==> src/twsc_pkg.sv <==
`default_nettype none
package twsc_pkg;
	// apb register map, byte addresses
	localparam logic [7:0] OFS_CTRL     = 8'h00;
	localparam logic [7:0] OFS_STATUS   = 8'h04;
	localparam logic [7:0] OFS_OWN_ADDR = 8'h08;
	localparam logic [7:0] OFS_DATA     = 8'h0c;
	localparam logic [7:0] OFS_IRQ_STAT = 8'h10;
	localparam logic [7:0] OFS_IRQ_EN   = 8'h14;
	localparam logic [7:0] OFS_IRQ_CLR  = 8'h18;

	// reset values
	localparam logic [7:0] CTRL_RESET = 8'h00;
	localparam logic [7:0] ADDR_RESET = 8'h00;
	localparam logic [7:0] DATA_RESET = 8'hff;

	// status codes
	localparam logic [7:0] SC_NONE       = 8'hf8;
	localparam logic [7:0] SC_START      = 8'h08;
	localparam logic [7:0] SC_RSTART     = 8'h10;
	localparam logic [7:0] SC_AW_ACK     = 8'h18;
	localparam logic [7:0] SC_AW_NACK    = 8'h20;
	localparam logic [7:0] SC_TXD_ACK    = 8'h28;
	localparam logic [7:0] SC_TXD_NACK   = 8'h30;
	localparam logic [7:0] SC_ARB_LOST   = 8'h38;
	localparam logic [7:0] SC_AR_ACK     = 8'h40;
	localparam logic [7:0] SC_AR_NACK    = 8'h48;
	localparam logic [7:0] SC_RXD_ACK    = 8'h50;
	localparam logic [7:0] SC_RXD_NACK   = 8'h58;
	localparam logic [7:0] SC_SW_ADDR    = 8'h60;
	localparam logic [7:0] SC_SGC_ADDR   = 8'h70;
	localparam logic [7:0] SC_SRX_ACK    = 8'h80;
	localparam logic [7:0] SC_SRX_NACK   = 8'h88;
	localparam logic [7:0] SC_SGC_ACK    = 8'h90;
	localparam logic [7:0] SC_SGC_NACK   = 8'h98;
	localparam logic [7:0] SC_SLV_STOP   = 8'ha0;
	localparam logic [7:0] SC_SR_ADDR    = 8'ha8;
	localparam logic [7:0] SC_STX_ACK    = 8'hb8;
	localparam logic [7:0] SC_STX_NACK   = 8'hc0;
	localparam logic [6:0] GEN_CALL_ADDR = 7'h00;

	// bit rate: clocks per bit for each rate code, timer overflows per bit
	localparam int DIV_0      = 256;
	localparam int DIV_1      = 224;
	localparam int DIV_2      = 192;
	localparam int DIV_3      = 160;
	localparam int DIV_4      = 960;
	localparam int DIV_5      = 120;
	localparam int DIV_6      = 60;
	localparam int T1_DIV     = 96;
	localparam int PHASES     = 3;
	localparam int CNT_W      = 10;
	localparam logic [2:0] RATE_TIMER = 3'h7;
	localparam logic [3:0] BYTE_BITS  = 4'h8;

	// phases of one bit
	localparam logic [1:0] PH_A = 2'h0;
	localparam logic [1:0] PH_B = 2'h1;
	localparam logic [1:0] PH_C = 2'h2;
	localparam logic [1:0] PH_D = 2'h3;

	// interrupt status bits
	localparam int IRQ_W   = 3;
	localparam int IRQ_SI  = 0;
	localparam int IRQ_STP = 1;
	localparam int IRQ_ARB = 2;

	typedef struct packed {
		logic rate_select_hi;
		logic interface_enable;
		logic start_request;
		logic stop_request;
		logic int_flag;
		logic ack_control;
		logic rate_select_mid;
		logic rate_select_lo;
	} twsc_ctrl_t;

	typedef struct packed {
		logic [6:0] addr;
		logic       general_call_enable;
	} twsc_addr_t;

	typedef struct packed {
		logic scl;
		logic sda;
	} twsc_line_t;

	typedef enum logic [2:0] {
		ST_IDLE, ST_START, ST_WAIT, ST_MBIT, ST_MACK, ST_STOP, ST_SBIT, ST_SACK
	} twsc_state_t;
endpackage : twsc_pkg
`default_nettype wire

==> src/twsc_serial_control.sv <==
`default_nettype none
module twsc_serial_control (
	// clock and reset
	input  wire logic                 pclk,
	input  wire logic                 presetn,
	// apb slave
	input  wire logic                 psel,
	input  wire logic                 penable,
	input  wire logic                 pwrite,
	input  wire logic [7:0]           paddr,
	input  wire logic [31:0]          pwdata,
	output var  logic                 pready,
	output var  logic [31:0]          prdata,
	output var  logic                 pslverr,
	// rate source
	input  wire logic                 timer1_overflow,
	// bus lines, open drain
	input  wire twsc_pkg::twsc_line_t line_in,
	output var  twsc_pkg::twsc_line_t line_out,
	output var  twsc_pkg::twsc_line_t line_oe,
	// interrupt
	output var  logic                 irq
);
	import twsc_pkg::*;

	twsc_ctrl_t              ctrl_reg, ctrl_next;
	twsc_addr_t              own_reg, own_next;
	logic [7:0]              status_reg, status_next;
	logic [IRQ_W-1:0]        istat_reg, istat_next;
	logic [IRQ_W-1:0]        ien_reg, ien_next;
	logic                    irq_reg, irq_next;
	logic                    pready_reg, pready_next;
	logic [31:0]             prdata_reg, prdata_next;
	logic                    pslverr_reg, pslverr_next;
	logic                    acc, wr, data_wr, mapped;

	twsc_state_t             state_reg, state_next;
	logic [1:0]              phase_reg, phase_next;
	logic [3:0]              bitcnt_reg, bitcnt_next;
	logic [7:0]              shift_reg, shift_next;
	logic [7:0]              code_reg, code_next;
	logic [CNT_W-1:0]        div_reg, div_next;
	twsc_line_t              oe_reg, oe_next;
	twsc_line_t              out_reg;
	twsc_line_t              prev_reg;
	logic                    master_reg, master_next;
	logic                    rx_reg, rx_next;
	logic                    dir_rx_reg, dir_rx_next;
	logic                    aphase_reg, aphase_next;
	logic                    addressed_reg, addressed_next;
	logic                    gc_reg, gc_next;
	logic                    busy_reg, busy_next;
	logic                    ack_reg, ack_next;
	logic                    si_set, stop_done, arb_lost;
	logic                    tick, tmode, own_hit, gc_hit;
	logic [CNT_W-1:0]        lim;
	logic                    bus_start, bus_stop, scl_rise, scl_fall;

	function automatic logic [CNT_W-1:0] tick_lim(input logic [2:0] r);
		int d;
		unique case (r)
			3'h0: d = DIV_0;
			3'h1: d = DIV_1;
			3'h2: d = DIV_2;
			3'h3: d = DIV_3;
			3'h4: d = DIV_4;
			3'h5: d = DIV_5;
			3'h6: d = DIV_6;
			3'h7: d = T1_DIV;
		endcase
		return CNT_W'(d / PHASES - 1);
	endfunction : tick_lim

	// bus condition detect
	assign bus_start = line_in.scl & prev_reg.scl & prev_reg.sda & ~line_in.sda;
	assign bus_stop  = line_in.scl & prev_reg.scl & ~prev_reg.sda & line_in.sda;
	assign scl_rise  = line_in.scl & ~prev_reg.scl;
	assign scl_fall  = ~line_in.scl & prev_reg.scl;
	assign own_hit   = shift_reg[7:1] == own_reg.addr;
	// general call compare
	assign gc_hit    = own_reg.general_call_enable & (shift_reg[7:1] == GEN_CALL_ADDR);

	// bit rate tick
	always_comb begin
		lim   = tick_lim({ctrl_reg.rate_select_hi, ctrl_reg.rate_select_mid,
			ctrl_reg.rate_select_lo});
		tmode = {ctrl_reg.rate_select_hi, ctrl_reg.rate_select_mid,
			ctrl_reg.rate_select_lo} == RATE_TIMER;
		// at or past limit, so a rate code with a shorter limit takes effect at once
		tick  = (div_reg >= lim) & (~tmode | timer1_overflow);
		if (tick)
			div_next = '0;
		else if (~tmode | timer1_overflow)
			div_next = div_reg + CNT_W'(1);
		else
			div_next = div_reg;
	end

	// serial engine
	always_comb begin
		state_next     = state_reg;
		phase_next     = phase_reg;
		bitcnt_next    = bitcnt_reg;
		shift_next     = shift_reg;
		code_next      = code_reg;
		oe_next        = oe_reg;
		master_next    = master_reg;
		rx_next        = rx_reg;
		dir_rx_next    = dir_rx_reg;
		aphase_next    = aphase_reg;
		addressed_next = addressed_reg;
		gc_next        = gc_reg;
		ack_next       = ack_reg;
		si_set         = 1'b0;
		stop_done      = 1'b0;
		arb_lost       = 1'b0;
		busy_next      = bus_start ? 1'b1 : (bus_stop ? 1'b0 : busy_reg);
		if (data_wr)
			shift_next = pwdata[7:0];
		if (!ctrl_reg.interface_enable) begin
			state_next     = ST_IDLE;
			oe_next        = '0;
			master_next    = 1'b0;
			addressed_next = 1'b0;
		end else begin
			unique case (state_reg)
				ST_IDLE: begin
					oe_next = '0;
					if (ctrl_reg.start_request && !busy_reg) begin
						state_next = ST_START;
						phase_next = PH_A;
					end else if (bus_start && ctrl_reg.ack_control) begin
						state_next  = ST_SBIT;
						bitcnt_next = '0;
						rx_next     = 1'b1;
						aphase_next = 1'b1;
					end
				end
				ST_START: if (tick) begin
					unique case (phase_reg)
						PH_A: begin
							oe_next.sda = 1'b0;
							phase_next  = PH_B;
						end
						PH_B: begin
							oe_next.scl = 1'b0;
							phase_next  = PH_C;
						end
						PH_C: if (line_in.scl) begin
							oe_next.sda = 1'b1;
							phase_next  = PH_D;
						end
						PH_D: begin
							oe_next.scl = 1'b1;
							code_next   = master_reg ? SC_RSTART : SC_START;
							master_next = 1'b1;
							aphase_next = 1'b1;
							dir_rx_next = 1'b0;
							si_set      = 1'b1;
							state_next  = ST_WAIT;
						end
					endcase
				end
				ST_WAIT: begin
					oe_next.scl = 1'b1;
					if (!ctrl_reg.int_flag) begin
						phase_next  = PH_A;
						bitcnt_next = '0;
						if (ctrl_reg.stop_request && master_reg)
							state_next = ST_STOP;
						else if (ctrl_reg.start_request)
							state_next = ST_START;
						else if (master_reg) begin
							state_next = ST_MBIT;
							rx_next    = dir_rx_reg & ~aphase_reg;
						end else if (addressed_reg) begin
							state_next  = ST_SBIT;
							rx_next     = dir_rx_reg;
							aphase_next = 1'b0;
							oe_next.scl = 1'b0;
							oe_next.sda = ~dir_rx_reg & ~shift_reg[7];
						end else begin
							state_next = ST_IDLE;
							oe_next    = '0;
						end
					end
				end
				ST_MBIT, ST_MACK: if (tick) begin
					unique case (phase_reg)
						PH_A: begin
							if (state_reg == ST_MACK)
								oe_next.sda = rx_reg & ctrl_reg.ack_control;
							else
								oe_next.sda = ~rx_reg & ~shift_reg[7];
							phase_next = PH_B;
						end
						PH_B: begin
							oe_next.scl = 1'b0;
							phase_next  = PH_C;
						end
						PH_C: if (line_in.scl) begin
							oe_next.scl = 1'b1;
							phase_next  = PH_A;
							if (state_reg == ST_MACK) begin
								oe_next.sda = 1'b0;
								si_set      = 1'b1;
								state_next  = ST_WAIT;
								aphase_next = 1'b0;
								if (aphase_reg) begin
									dir_rx_next = shift_reg[0];
									if (shift_reg[0])
										code_next = line_in.sda ? SC_AR_NACK : SC_AR_ACK;
									else
										code_next = line_in.sda ? SC_AW_NACK : SC_AW_ACK;
								end else if (rx_reg)
									code_next = ctrl_reg.ack_control ? SC_RXD_ACK : SC_RXD_NACK;
								else
									code_next = line_in.sda ? SC_TXD_NACK : SC_TXD_ACK;
							end else if (!rx_reg && !oe_reg.sda && !line_in.sda) begin
								oe_next     = '0;
								master_next = 1'b0;
								code_next   = SC_ARB_LOST;
								arb_lost    = 1'b1;
								si_set      = 1'b1;
								state_next  = ST_WAIT;
							end else begin
								shift_next  = {shift_reg[6:0], line_in.sda};
								bitcnt_next = bitcnt_reg + 4'h1;
								if (bitcnt_reg == BYTE_BITS - 4'h1)
									state_next = ST_MACK;
							end
						end
						default: phase_next = PH_A;
					endcase
				end
				ST_STOP: if (tick) begin
					unique case (phase_reg)
						PH_A: begin
							oe_next.sda = 1'b1;
							phase_next  = PH_B;
						end
						PH_B: begin
							oe_next.scl = 1'b0;
							phase_next  = PH_C;
						end
						PH_C: if (line_in.scl) begin
							oe_next.sda = 1'b0;
							stop_done   = 1'b1;
							master_next = 1'b0;
							state_next  = ST_IDLE;
						end
						default: phase_next = PH_A;
					endcase
				end
				ST_SBIT, ST_SACK: begin
					if (bus_stop) begin
						oe_next        = '0;
						addressed_next = 1'b0;
						if (addressed_reg) begin
							code_next  = SC_SLV_STOP;
							si_set     = 1'b1;
							state_next = ST_WAIT;
						end else
							state_next = ST_IDLE;
					end else if (bus_start) begin
						oe_next        = '0;
						state_next     = ST_SBIT;
						bitcnt_next    = '0;
						rx_next        = 1'b1;
						aphase_next    = 1'b1;
						addressed_next = 1'b0;
					end else if (state_reg == ST_SBIT) begin
						if (scl_rise) begin
							shift_next  = {shift_reg[6:0], line_in.sda};
							bitcnt_next = bitcnt_reg + 4'h1;
						end else if (scl_fall && bitcnt_reg == BYTE_BITS) begin
							state_next = ST_SACK;
							if (!rx_reg)
								oe_next.sda = 1'b0;
							else if (aphase_reg) begin
								if (ctrl_reg.ack_control && (own_hit || gc_hit)) begin
									oe_next.sda    = 1'b1;
									addressed_next = 1'b1;
									gc_next        = ~own_hit;
									dir_rx_next    = ~(own_hit & shift_reg[0]);
									if (!own_hit)
										code_next = SC_SGC_ADDR;
									else
										code_next = shift_reg[0] ? SC_SR_ADDR : SC_SW_ADDR;
								end else begin
									oe_next    = '0;
									state_next = ST_IDLE;
								end
							end else begin
								oe_next.sda = ctrl_reg.ack_control;
								if (gc_reg)
									code_next = ctrl_reg.ack_control ? SC_SGC_ACK : SC_SGC_NACK;
								else
									code_next = ctrl_reg.ack_control ? SC_SRX_ACK : SC_SRX_NACK;
							end
						end else if (scl_fall && !rx_reg)
							oe_next.sda = ~shift_reg[7];
					end else begin
						if (scl_rise)
							ack_next = ~line_in.sda;
						else if (scl_fall) begin
							oe_next.sda = 1'b0;
							oe_next.scl = 1'b1;
							si_set      = 1'b1;
							state_next  = ST_WAIT;
							if (!rx_reg) begin
								code_next      = ack_reg ? SC_STX_ACK : SC_STX_NACK;
								addressed_next = ack_reg;
							end
						end
					end
				end
			endcase
		end
	end

	// apb and registers
	always_comb begin
		ctrl_next    = ctrl_reg;
		own_next     = own_reg;
		istat_next   = istat_reg;
		ien_next     = ien_reg;
		acc          = psel & penable & pready_reg;
		wr           = acc & pwrite;
		data_wr      = wr & (paddr == OFS_DATA) & ctrl_reg.int_flag;
		pready_next  = psel & penable & ~pready_reg;
		mapped       = paddr inside {OFS_CTRL, OFS_STATUS, OFS_OWN_ADDR, OFS_DATA,
			OFS_IRQ_STAT, OFS_IRQ_EN, OFS_IRQ_CLR};
		pslverr_next = pready_next & ~mapped;
		prdata_next  = '0;
		if (pready_next && !pwrite) begin
			unique case (paddr)
				OFS_CTRL:     prdata_next[7:0] = ctrl_reg;
				OFS_STATUS:   prdata_next[7:0] = status_reg;
				OFS_OWN_ADDR: prdata_next[7:0] = own_reg;
				OFS_DATA:     prdata_next[7:0] = shift_reg;
				OFS_IRQ_STAT: prdata_next[IRQ_W-1:0] = istat_reg;
				OFS_IRQ_EN:   prdata_next[IRQ_W-1:0] = ien_reg;
				default:      prdata_next = '0;
			endcase
		end
		if (wr) begin
			unique case (paddr)
				OFS_CTRL: begin
					ctrl_next          = pwdata[7:0];
					ctrl_next.int_flag = ctrl_reg.int_flag & pwdata[4'h3];
				end
				OFS_OWN_ADDR: own_next = pwdata[7:0];
				OFS_IRQ_EN:   ien_next = pwdata[IRQ_W-1:0];
				OFS_IRQ_CLR:  istat_next = istat_reg & ~pwdata[IRQ_W-1:0];
				default:      ;
			endcase
		end
		if (stop_done)
			ctrl_next.stop_request = 1'b0;
		if (si_set)
			ctrl_next.int_flag = 1'b1;
		istat_next[IRQ_SI]  = istat_next[IRQ_SI] | si_set;
		istat_next[IRQ_STP] = istat_next[IRQ_STP] | stop_done;
		istat_next[IRQ_ARB] = istat_next[IRQ_ARB] | arb_lost;
		status_next = ctrl_reg.int_flag ? code_reg : SC_NONE;
		irq_next    = |(istat_reg & ien_reg);
	end

	always_ff @(posedge pclk or negedge presetn) begin
		if (!presetn) begin
			ctrl_reg      <= CTRL_RESET;
			own_reg       <= ADDR_RESET;
			status_reg    <= SC_NONE;
			istat_reg     <= '0;
			ien_reg       <= '0;
			irq_reg       <= 1'b0;
			pready_reg    <= 1'b0;
			prdata_reg    <= '0;
			pslverr_reg   <= 1'b0;
			state_reg     <= ST_IDLE;
			phase_reg     <= PH_A;
			bitcnt_reg    <= '0;
			shift_reg     <= DATA_RESET;
			code_reg      <= SC_NONE;
			div_reg       <= '0;
			oe_reg        <= '0;
			out_reg       <= '0;
			prev_reg      <= '1;
			master_reg    <= 1'b0;
			rx_reg        <= 1'b0;
			dir_rx_reg    <= 1'b0;
			aphase_reg    <= 1'b0;
			addressed_reg <= 1'b0;
			gc_reg        <= 1'b0;
			busy_reg      <= 1'b0;
			ack_reg       <= 1'b0;
		end else begin
			ctrl_reg      <= ctrl_next;
			own_reg       <= own_next;
			status_reg    <= status_next;
			istat_reg     <= istat_next;
			ien_reg       <= ien_next;
			irq_reg       <= irq_next;
			pready_reg    <= pready_next;
			prdata_reg    <= prdata_next;
			pslverr_reg   <= pslverr_next;
			state_reg     <= state_next;
			phase_reg     <= phase_next;
			bitcnt_reg    <= bitcnt_next;
			shift_reg     <= shift_next;
			code_reg      <= code_next;
			div_reg       <= div_next;
			oe_reg        <= oe_next;
			out_reg       <= '0;
			prev_reg      <= line_in;
			master_reg    <= master_next;
			rx_reg        <= rx_next;
			dir_rx_reg    <= dir_rx_next;
			aphase_reg    <= aphase_next;
			addressed_reg <= addressed_next;
			gc_reg        <= gc_next;
			busy_reg      <= busy_next;
			ack_reg       <= ack_next;
		end
	end

	assign pready   = pready_reg;
	assign prdata   = prdata_reg;
	assign pslverr  = pslverr_reg;
	assign irq      = irq_reg;
	assign line_oe  = oe_reg;
	assign line_out = out_reg;
endmodule : twsc_serial_control
`default_nettype wire

==> config.mk <==
export PLATFORM = sky130hd
export DESIGN_NAME = twsc_serial_control
export DESIGN_NICKNAME = d
export VERILOG_FILES = /design/src/twsc_pkg.sv /design/src/twsc_serial_control.sv
export SDC_FILE = /design/constraint.sdc
export NUM_CORES = 1
export LEC_CHECK = 0
export BUFFER_PORTS_ARGS = -buffer_cell sky130_fd_sc_hd__buf_2
export CORE_ASPECT_RATIO = 1.25
export CORE_MARGIN = 1
export CORE_UTILIZATION = 40
export DETAILED_ROUTE_END_ITERATION = 8
export GPL_TIMING_DRIVEN = 0
export PLACE_DENSITY = 0.7
export SKIP_LAST_GASP = 1
export SLEW_MARGIN = 20
export SYNTH_ARGS = -nofsm -noshare
export SYNTH_HDL_FRONTEND = slang
export SYNTH_SLANG_ARGS = --single-unit
==> constraint.sdc <==
create_clock -name pclk -period 9.25 [get_ports pclk]
set_clock_uncertainty 0.1 [all_clocks]
set_input_delay 0.925 -clock pclk [delete_from_list [all_inputs] [get_ports pclk]]
set_output_delay 0.925 -clock pclk [all_outputs]
set_load 0.005 [all_outputs]
Yosys cells after proc, flatten, opt, wreduce, memory -nomap -nowiden
Memory sizes are Yosys's and may differ from the RTL's.
Index checks and enable logic that the tools add are counted.

word-level totals
  word-level logic and storage cells = 483
  register bits = 112
  memories kept = 1
  bits in read-only memories = 64
  output and inout port bits = 39
  input bits = 48

memory list
  memory           words  bits a word  rd ports  clocked after Yosys merged registers in  write ports  line                       text
  (no name shown)  8      8            1         0                                        0            twsc_serial_control.sv:61  unique case (r)

operators by class
  add/sub/neg operators = 3
  order comparisons = 1
  bitwise gates (word level) = 46
  divide/modulo/power cells = 1
  equal/unequal tests = 105
  reduce and logical (&&, ||, !) cells = 52
  mux-type cells = 239

operators with widths
  operator                                                            count
  8-bit two-way mux                                                   35
  1-bit two-way mux                                                   101
  3-bit two-way mux                                                   31
  3-bit != test (second input constant)                               22
  4-bit two-way mux                                                   16
  2-bit != test (second input constant)                               27
  4-bit != test (second input constant)                               13
  17-bit AND reduction                                                3
  2-bit two-way mux                                                   24
  3-bit case mux with 6 select lines                                  2
  32-bit by 3-bit divider with 32-bit output (second input constant)  1
  5-bit != test (second input constant)                               6
  6-bit != test (second input constant)                               5
  13-bit AND reduction                                                2
  5-bit two-way mux                                                   5
  8-bit by 5-bit == test with 1-bit output (second input constant)    3
  8-bit case mux with 3 select lines                                  1
  1-bit AND                                                           22
  11-bit AND reduction                                                2
  7-bit two-way mux                                                   3
  10-bit two-way mux                                                  2
  5-bit case mux with 4 select lines                                  1
  10-bit AND reduction                                                2
  2-bit case mux with 3 select lines                                  3
  53 further kinds                                                    115

Depth between registers and ports, before layout
  word-level depth = 14
  mapped depth = 37

Least setup slack after synthesis
OpenSTA, ideal clock, no wires.

  kind = register -> register
  start = register ctrl_reg[0] in the netlist's numbering
  end = register shift_reg[2]
  data required time = 9068 ps
  setup time = 82 ps
  arrival = 7590 ps
  path slack = 1478 ps
  cell stages (with the launch flop) = 38
  buffers on the path = 4
  path through = dfrtp_1 inv_1 ha_1 buf_4 nand2_1 inv_1 ha_1 or4b_1 o2111ai_2 and2_1 buf_4 nand2_2 and3_4 mux2i_4 nor3_4 buf_6 nor2_1 xor2_1 [2 not listed] a21oi_1 o31ai_1 o21ai_1 nor3b_1 a2111oi_2 ha_1 ha_1 a21o_1 a21o_1 a21o_1 a21o_1 a21o_1 a211o_1 a221o_1 and3_1 clkbuf_1 a31oi_4 mux2_2

on the way
  word-level cells in the longest chain between the ends = 8
  elaborated cells between the ends (all ways) = 11

ends and longest elaborated chain
  what                                           line                        text
  start, declared                                twsc_serial_control.sv:26   twsc_ctrl_t ctrl_reg, ctrl_next;
  start signal, assigned                         twsc_serial_control.sv:399  ctrl_reg <= ctrl_next;
  memory 8 x 8 bit                               -
  32-bit by 3-bit divider with 32-bit output     twsc_serial_control.sv:71   return CNT_W'(d / PHASES - 1);
  10-bit by 2-bit subtractor with 10-bit output  twsc_serial_control.sv:71
  10-bit >= comparator                           twsc_serial_control.sv:90   tick = (div_reg >= lim) & (~tmode | timer1_overflow);
  1-bit AND *                                    twsc_serial_control.sv:90
  8-bit two-way mux *                            twsc_serial_control.sv:188  ST_MBIT, ST_MACK: if (tick) begin
  8-bit case mux with 2 select lines *           twsc_serial_control.sv:126  unique case (state_reg)
  8-bit two-way mux *                            twsc_serial_control.sv:120  if (!ctrl_reg.interface_enable) begin
  via shift_next[2]                              twsc_serial_control.sv:40   logic [7:0] shift_reg, shift_next;
  end signal, assigned                           twsc_serial_control.sv:411  shift_reg <= shift_next;
  end, declared                                  twsc_serial_control.sv:40

Mark *: on every way through the listed nets, which the timed path passes. The rest lies on a longest branch.
A chain may end at the register's enable or synchronous reset.

Worst setup path after layout
  start = register ctrl_reg[0] in the netlist's numbering
  end = register shift_reg[6]

The elaborated chain is that of the path after synthesis.

==> impl_metrics.py <==
metrics = {
    "setup_path": {
        "rr_endpoint": "shift_reg[6]",
        "worst_ep_required_time_ps": 9420,
        "arrival_ps": 8850,
        "r2r_cells": 38,
        "reg2reg_slack_ps": 570,
        "cp-start-kind": "register",
        "reg2reg_from": "ctrl_reg[0]",
        "crit_slowest_cell": "dfrtp_2",
        "cp_slowest_stage_delay_ps": 490,
        "end_kind": "register",
        "crit_family": "compound AO/OA/AOI/OAI gates",
        "path_buf_inv": 7,
        "path_class": "register to register",
        "crit_fanout": 10,
    },
    "power": {
        "power_density_mw_per_mm2": 113,
        "p_leak_uw": 0.00347,
        "share_seq_of_total_power": 0.439,
        "power_frac_clock": 0.416,
        "comb_power_share": 0.144,
        "vdd_drop_max_mv": 0.0888,
        "sw_frac_of_total": 0.278,
        "switching_power_uw": 251,
        "design_power_total_uw": 901,
        "internal_power_uw": 650,
    },
    "worst_hold_path": {
        "hold_path_depth": 2,
        "hp-class": "register to register",
        "hp-start": "code_reg[4]",
        "hold_end": "status_reg[4]",
    },
    "clock_tree": {
        "cts.sinks": 82,
        "cts_made_buffers": 9,
        "tritoncts": "done",
        "cts_root_buf": "clkbuf_16",
        "htree_levels": 3,
        "clock_latency_ps": 340,
        "ctsHoldBuffers": 0,
        "clkTransAtPathRegs_ps": 60,
        "clockBufferDepth": 2,
    },
    "finish": {
        "seq_area_mm2": 0.00208,
        "num-fill-cells": 1674,
        "multiInputGateArea_mm2": 0.00459,
        "antenna_cells": 0,
        "fin_nets": 993,
        "drive_gt1_frac": 0.218,
        "largest_register_ffs": 10,
        "area_growth_pct": 13.5,
    },
    "grt": {
        "grt_max_degree": 45,
        "grt_pass1_vias": 6461,
        "grt_pass1_wl_mm": 32.6,
        "grt_util_all_layers": 0.226,
        "grt_overflow_total": 0,
        "grt_antenna_before_repair": 0,
    },
    "yosys": {
        "ys_seq_area_frac": 0.295,
        "ys_top_cells_by_count": "83 x nor2_1, 82 x nand2_1, 62 x dfrtp_1",
        "yosysTopAreaCell": "dfrtp_1",
        "async_reset_ff_frac": 1.00,
        "synth_most_common_cell": "nor2_1",
        "ys_types": 99,
        "avgSynthCellArea_um2": 8.43,
        "yosys-top-cells-area": "dfrtp_1 22%, dfstp_2 7.5%, mux2_2 6.7%",
        "yosysWarnings": 0,
        "syn-instance-count": 836,
        "ys_seq_elements": 82,
        "syn_area_mm2": 0.00704,
        "synth_enable_flop_cells": 0,
        "synth_ff_type": "dfrtp_1",
        "synth_top_area_frac": 0.220,
    },
    "timing": {
        "min_period_over_period": 0.938,
        "setup_tns_ps": 0,
        "period_minus_slack_ps": 8680,
        "setup_viol": 0,
        "hold_viol": 0,
        "max_freq_mhz": 115,
        "worst_pin_slew_ps": 1080,
        "rsz0062_at_grt": "false",
        "slew_violations": 0,
        "maxSlewHeadroom": 0.265,
    },
    "detailed_routing": {
        "remaining_drc_errors": 0,
        "drtIter0Drc": 754,
        "ant_nets": 0,
        "first_pass_iters": 6,
        "vias": 6803,
        "wl_per_cell_um": 17.8,
        "drt_wl_total_mm": 20.3,
        "post_drt_via_cell_ratio": 5.97,
    },
    "floorplanning": {
        "die_area_mm2": 0.0181,
        "die_w_um": 121,
        "initial_core_util": 0.413,
        "num_rows": 53,
        "die_h_um": 150,
        "core_mm2": 0.0170,
        "io_pins": 87,
    },
    "placed_design": {
        "dp_hpwl_mm": 15.1,
        "place_congestion": 1.00,
        "io_buffer_count": 36,
    },
    "run": {
        "cap_viol_max_count": 0,
    },
    "status": {
        "status": "finished clean",
    },
}
stage by stage:
| stage | worst slack, ps | instances | cell area (um2) | util | hold slack (ps) |
|---|---|---|---|---|---|
| after floorplan | 1480 | 861 | 7140 | - | 343 |
| after global placement | 347 | 1117 | 7590 | 0.446 | 363 |
| after detailed placement | 182 | 1119 | 7630 | 0.448 | 374 |
| final | 570 | 1139 | 8000 | 0.469 | 387 |
| after CTS | 161 | 1135 | 7940 | 0.466 | 390 |
| after global routing | 86.8 | 1139 | 8000 | 0.469 | 412 |
logic make-up after synthesis:
| kind of cell | after synthesis | synth area share |
|---|---|---|
| simple gates | 312 | 0.226 |
| compound gates | 230 | 0.230 |
| buf+inv | 97 | 0.0702 |
| flops | 82 | 0.295 |
| mux | 61 | 0.0968 |
| fa+ha+maj | 31 | 0.0551 |
| xor+xnor | 22 | 0.0274 |
| other cells | 1 | 0.000532 |
worst reg2reg max path, delay by kind of cell (launching register included):
kind,cells,cell delay [ps]
and+or+nand+nor,9,1340
AOI/OAI and AO/OA,14,3190
DFF,1,490
adders and majority gates,5,1420
muxes,2,660
buffers and inverters,7,1250
xor gates and xnor gates,1,160
power by group through the flow:
stage	Sequential [uW]	Clock [uW]	Combinational (uW)
3_5_place_dp	402	0	130
5_1_grt	399	395	149
4_1_cts	396	382	130
2_1_floorplan	397	0	93.8
6_report	396	375	130
3_3_place_gp	402	0	125
repair_timing:
item	CTS	global route
buffers inserted	0	4
gates resized for setup	0	3
hold endpoints to repair	0	0
setup endpoints to repair	0	17
cell usage in the layout, fill, tap and decap left out, types with 25 or more instances in the layout:
cell type  instances
a21oi_1           45
buf_2             37
buf_4             35
clkbuf_1          28
conb_1            26
dfrtp_1           61
ha_1              31
inv_1             30
mux2_2            42
nand2_1           82
nand3_1           25
nor2_1            83
o21ai_0           46
final cells by class:
type                       instances  share of cell area
tap                              220              0.0344
inverter                          33              0.0155
sequential                        82               0.260
multi-input combinational        682               0.574
buffer                            64              0.0463
clock inverter                     7              0.0105
clock buffer                       9              0.0282
timing repair buffer              42              0.0316
per-layer routing:
layer,global-route usage,wire (um)
met4,0.110,846
met1,0.276,8330
met3,0.0318,1150
met2,0.387,9940
met5,0,0
how the worst max path moves through the flow:
stage,startpoint,to,cells after the start
after floorplan,ctrl_reg[0],shift_reg[2],37
after global placement,ctrl_reg[0],shift_reg[2],36
after detailed placement,ctrl_reg[0],shift_reg[6],36
after CTS,ctrl_reg[0],shift_reg[6],36
after global routing,ctrl_reg[0],shift_reg[6],38
final,ctrl_reg[0],shift_reg[6],38
Power figures use the tool's default switching activity.
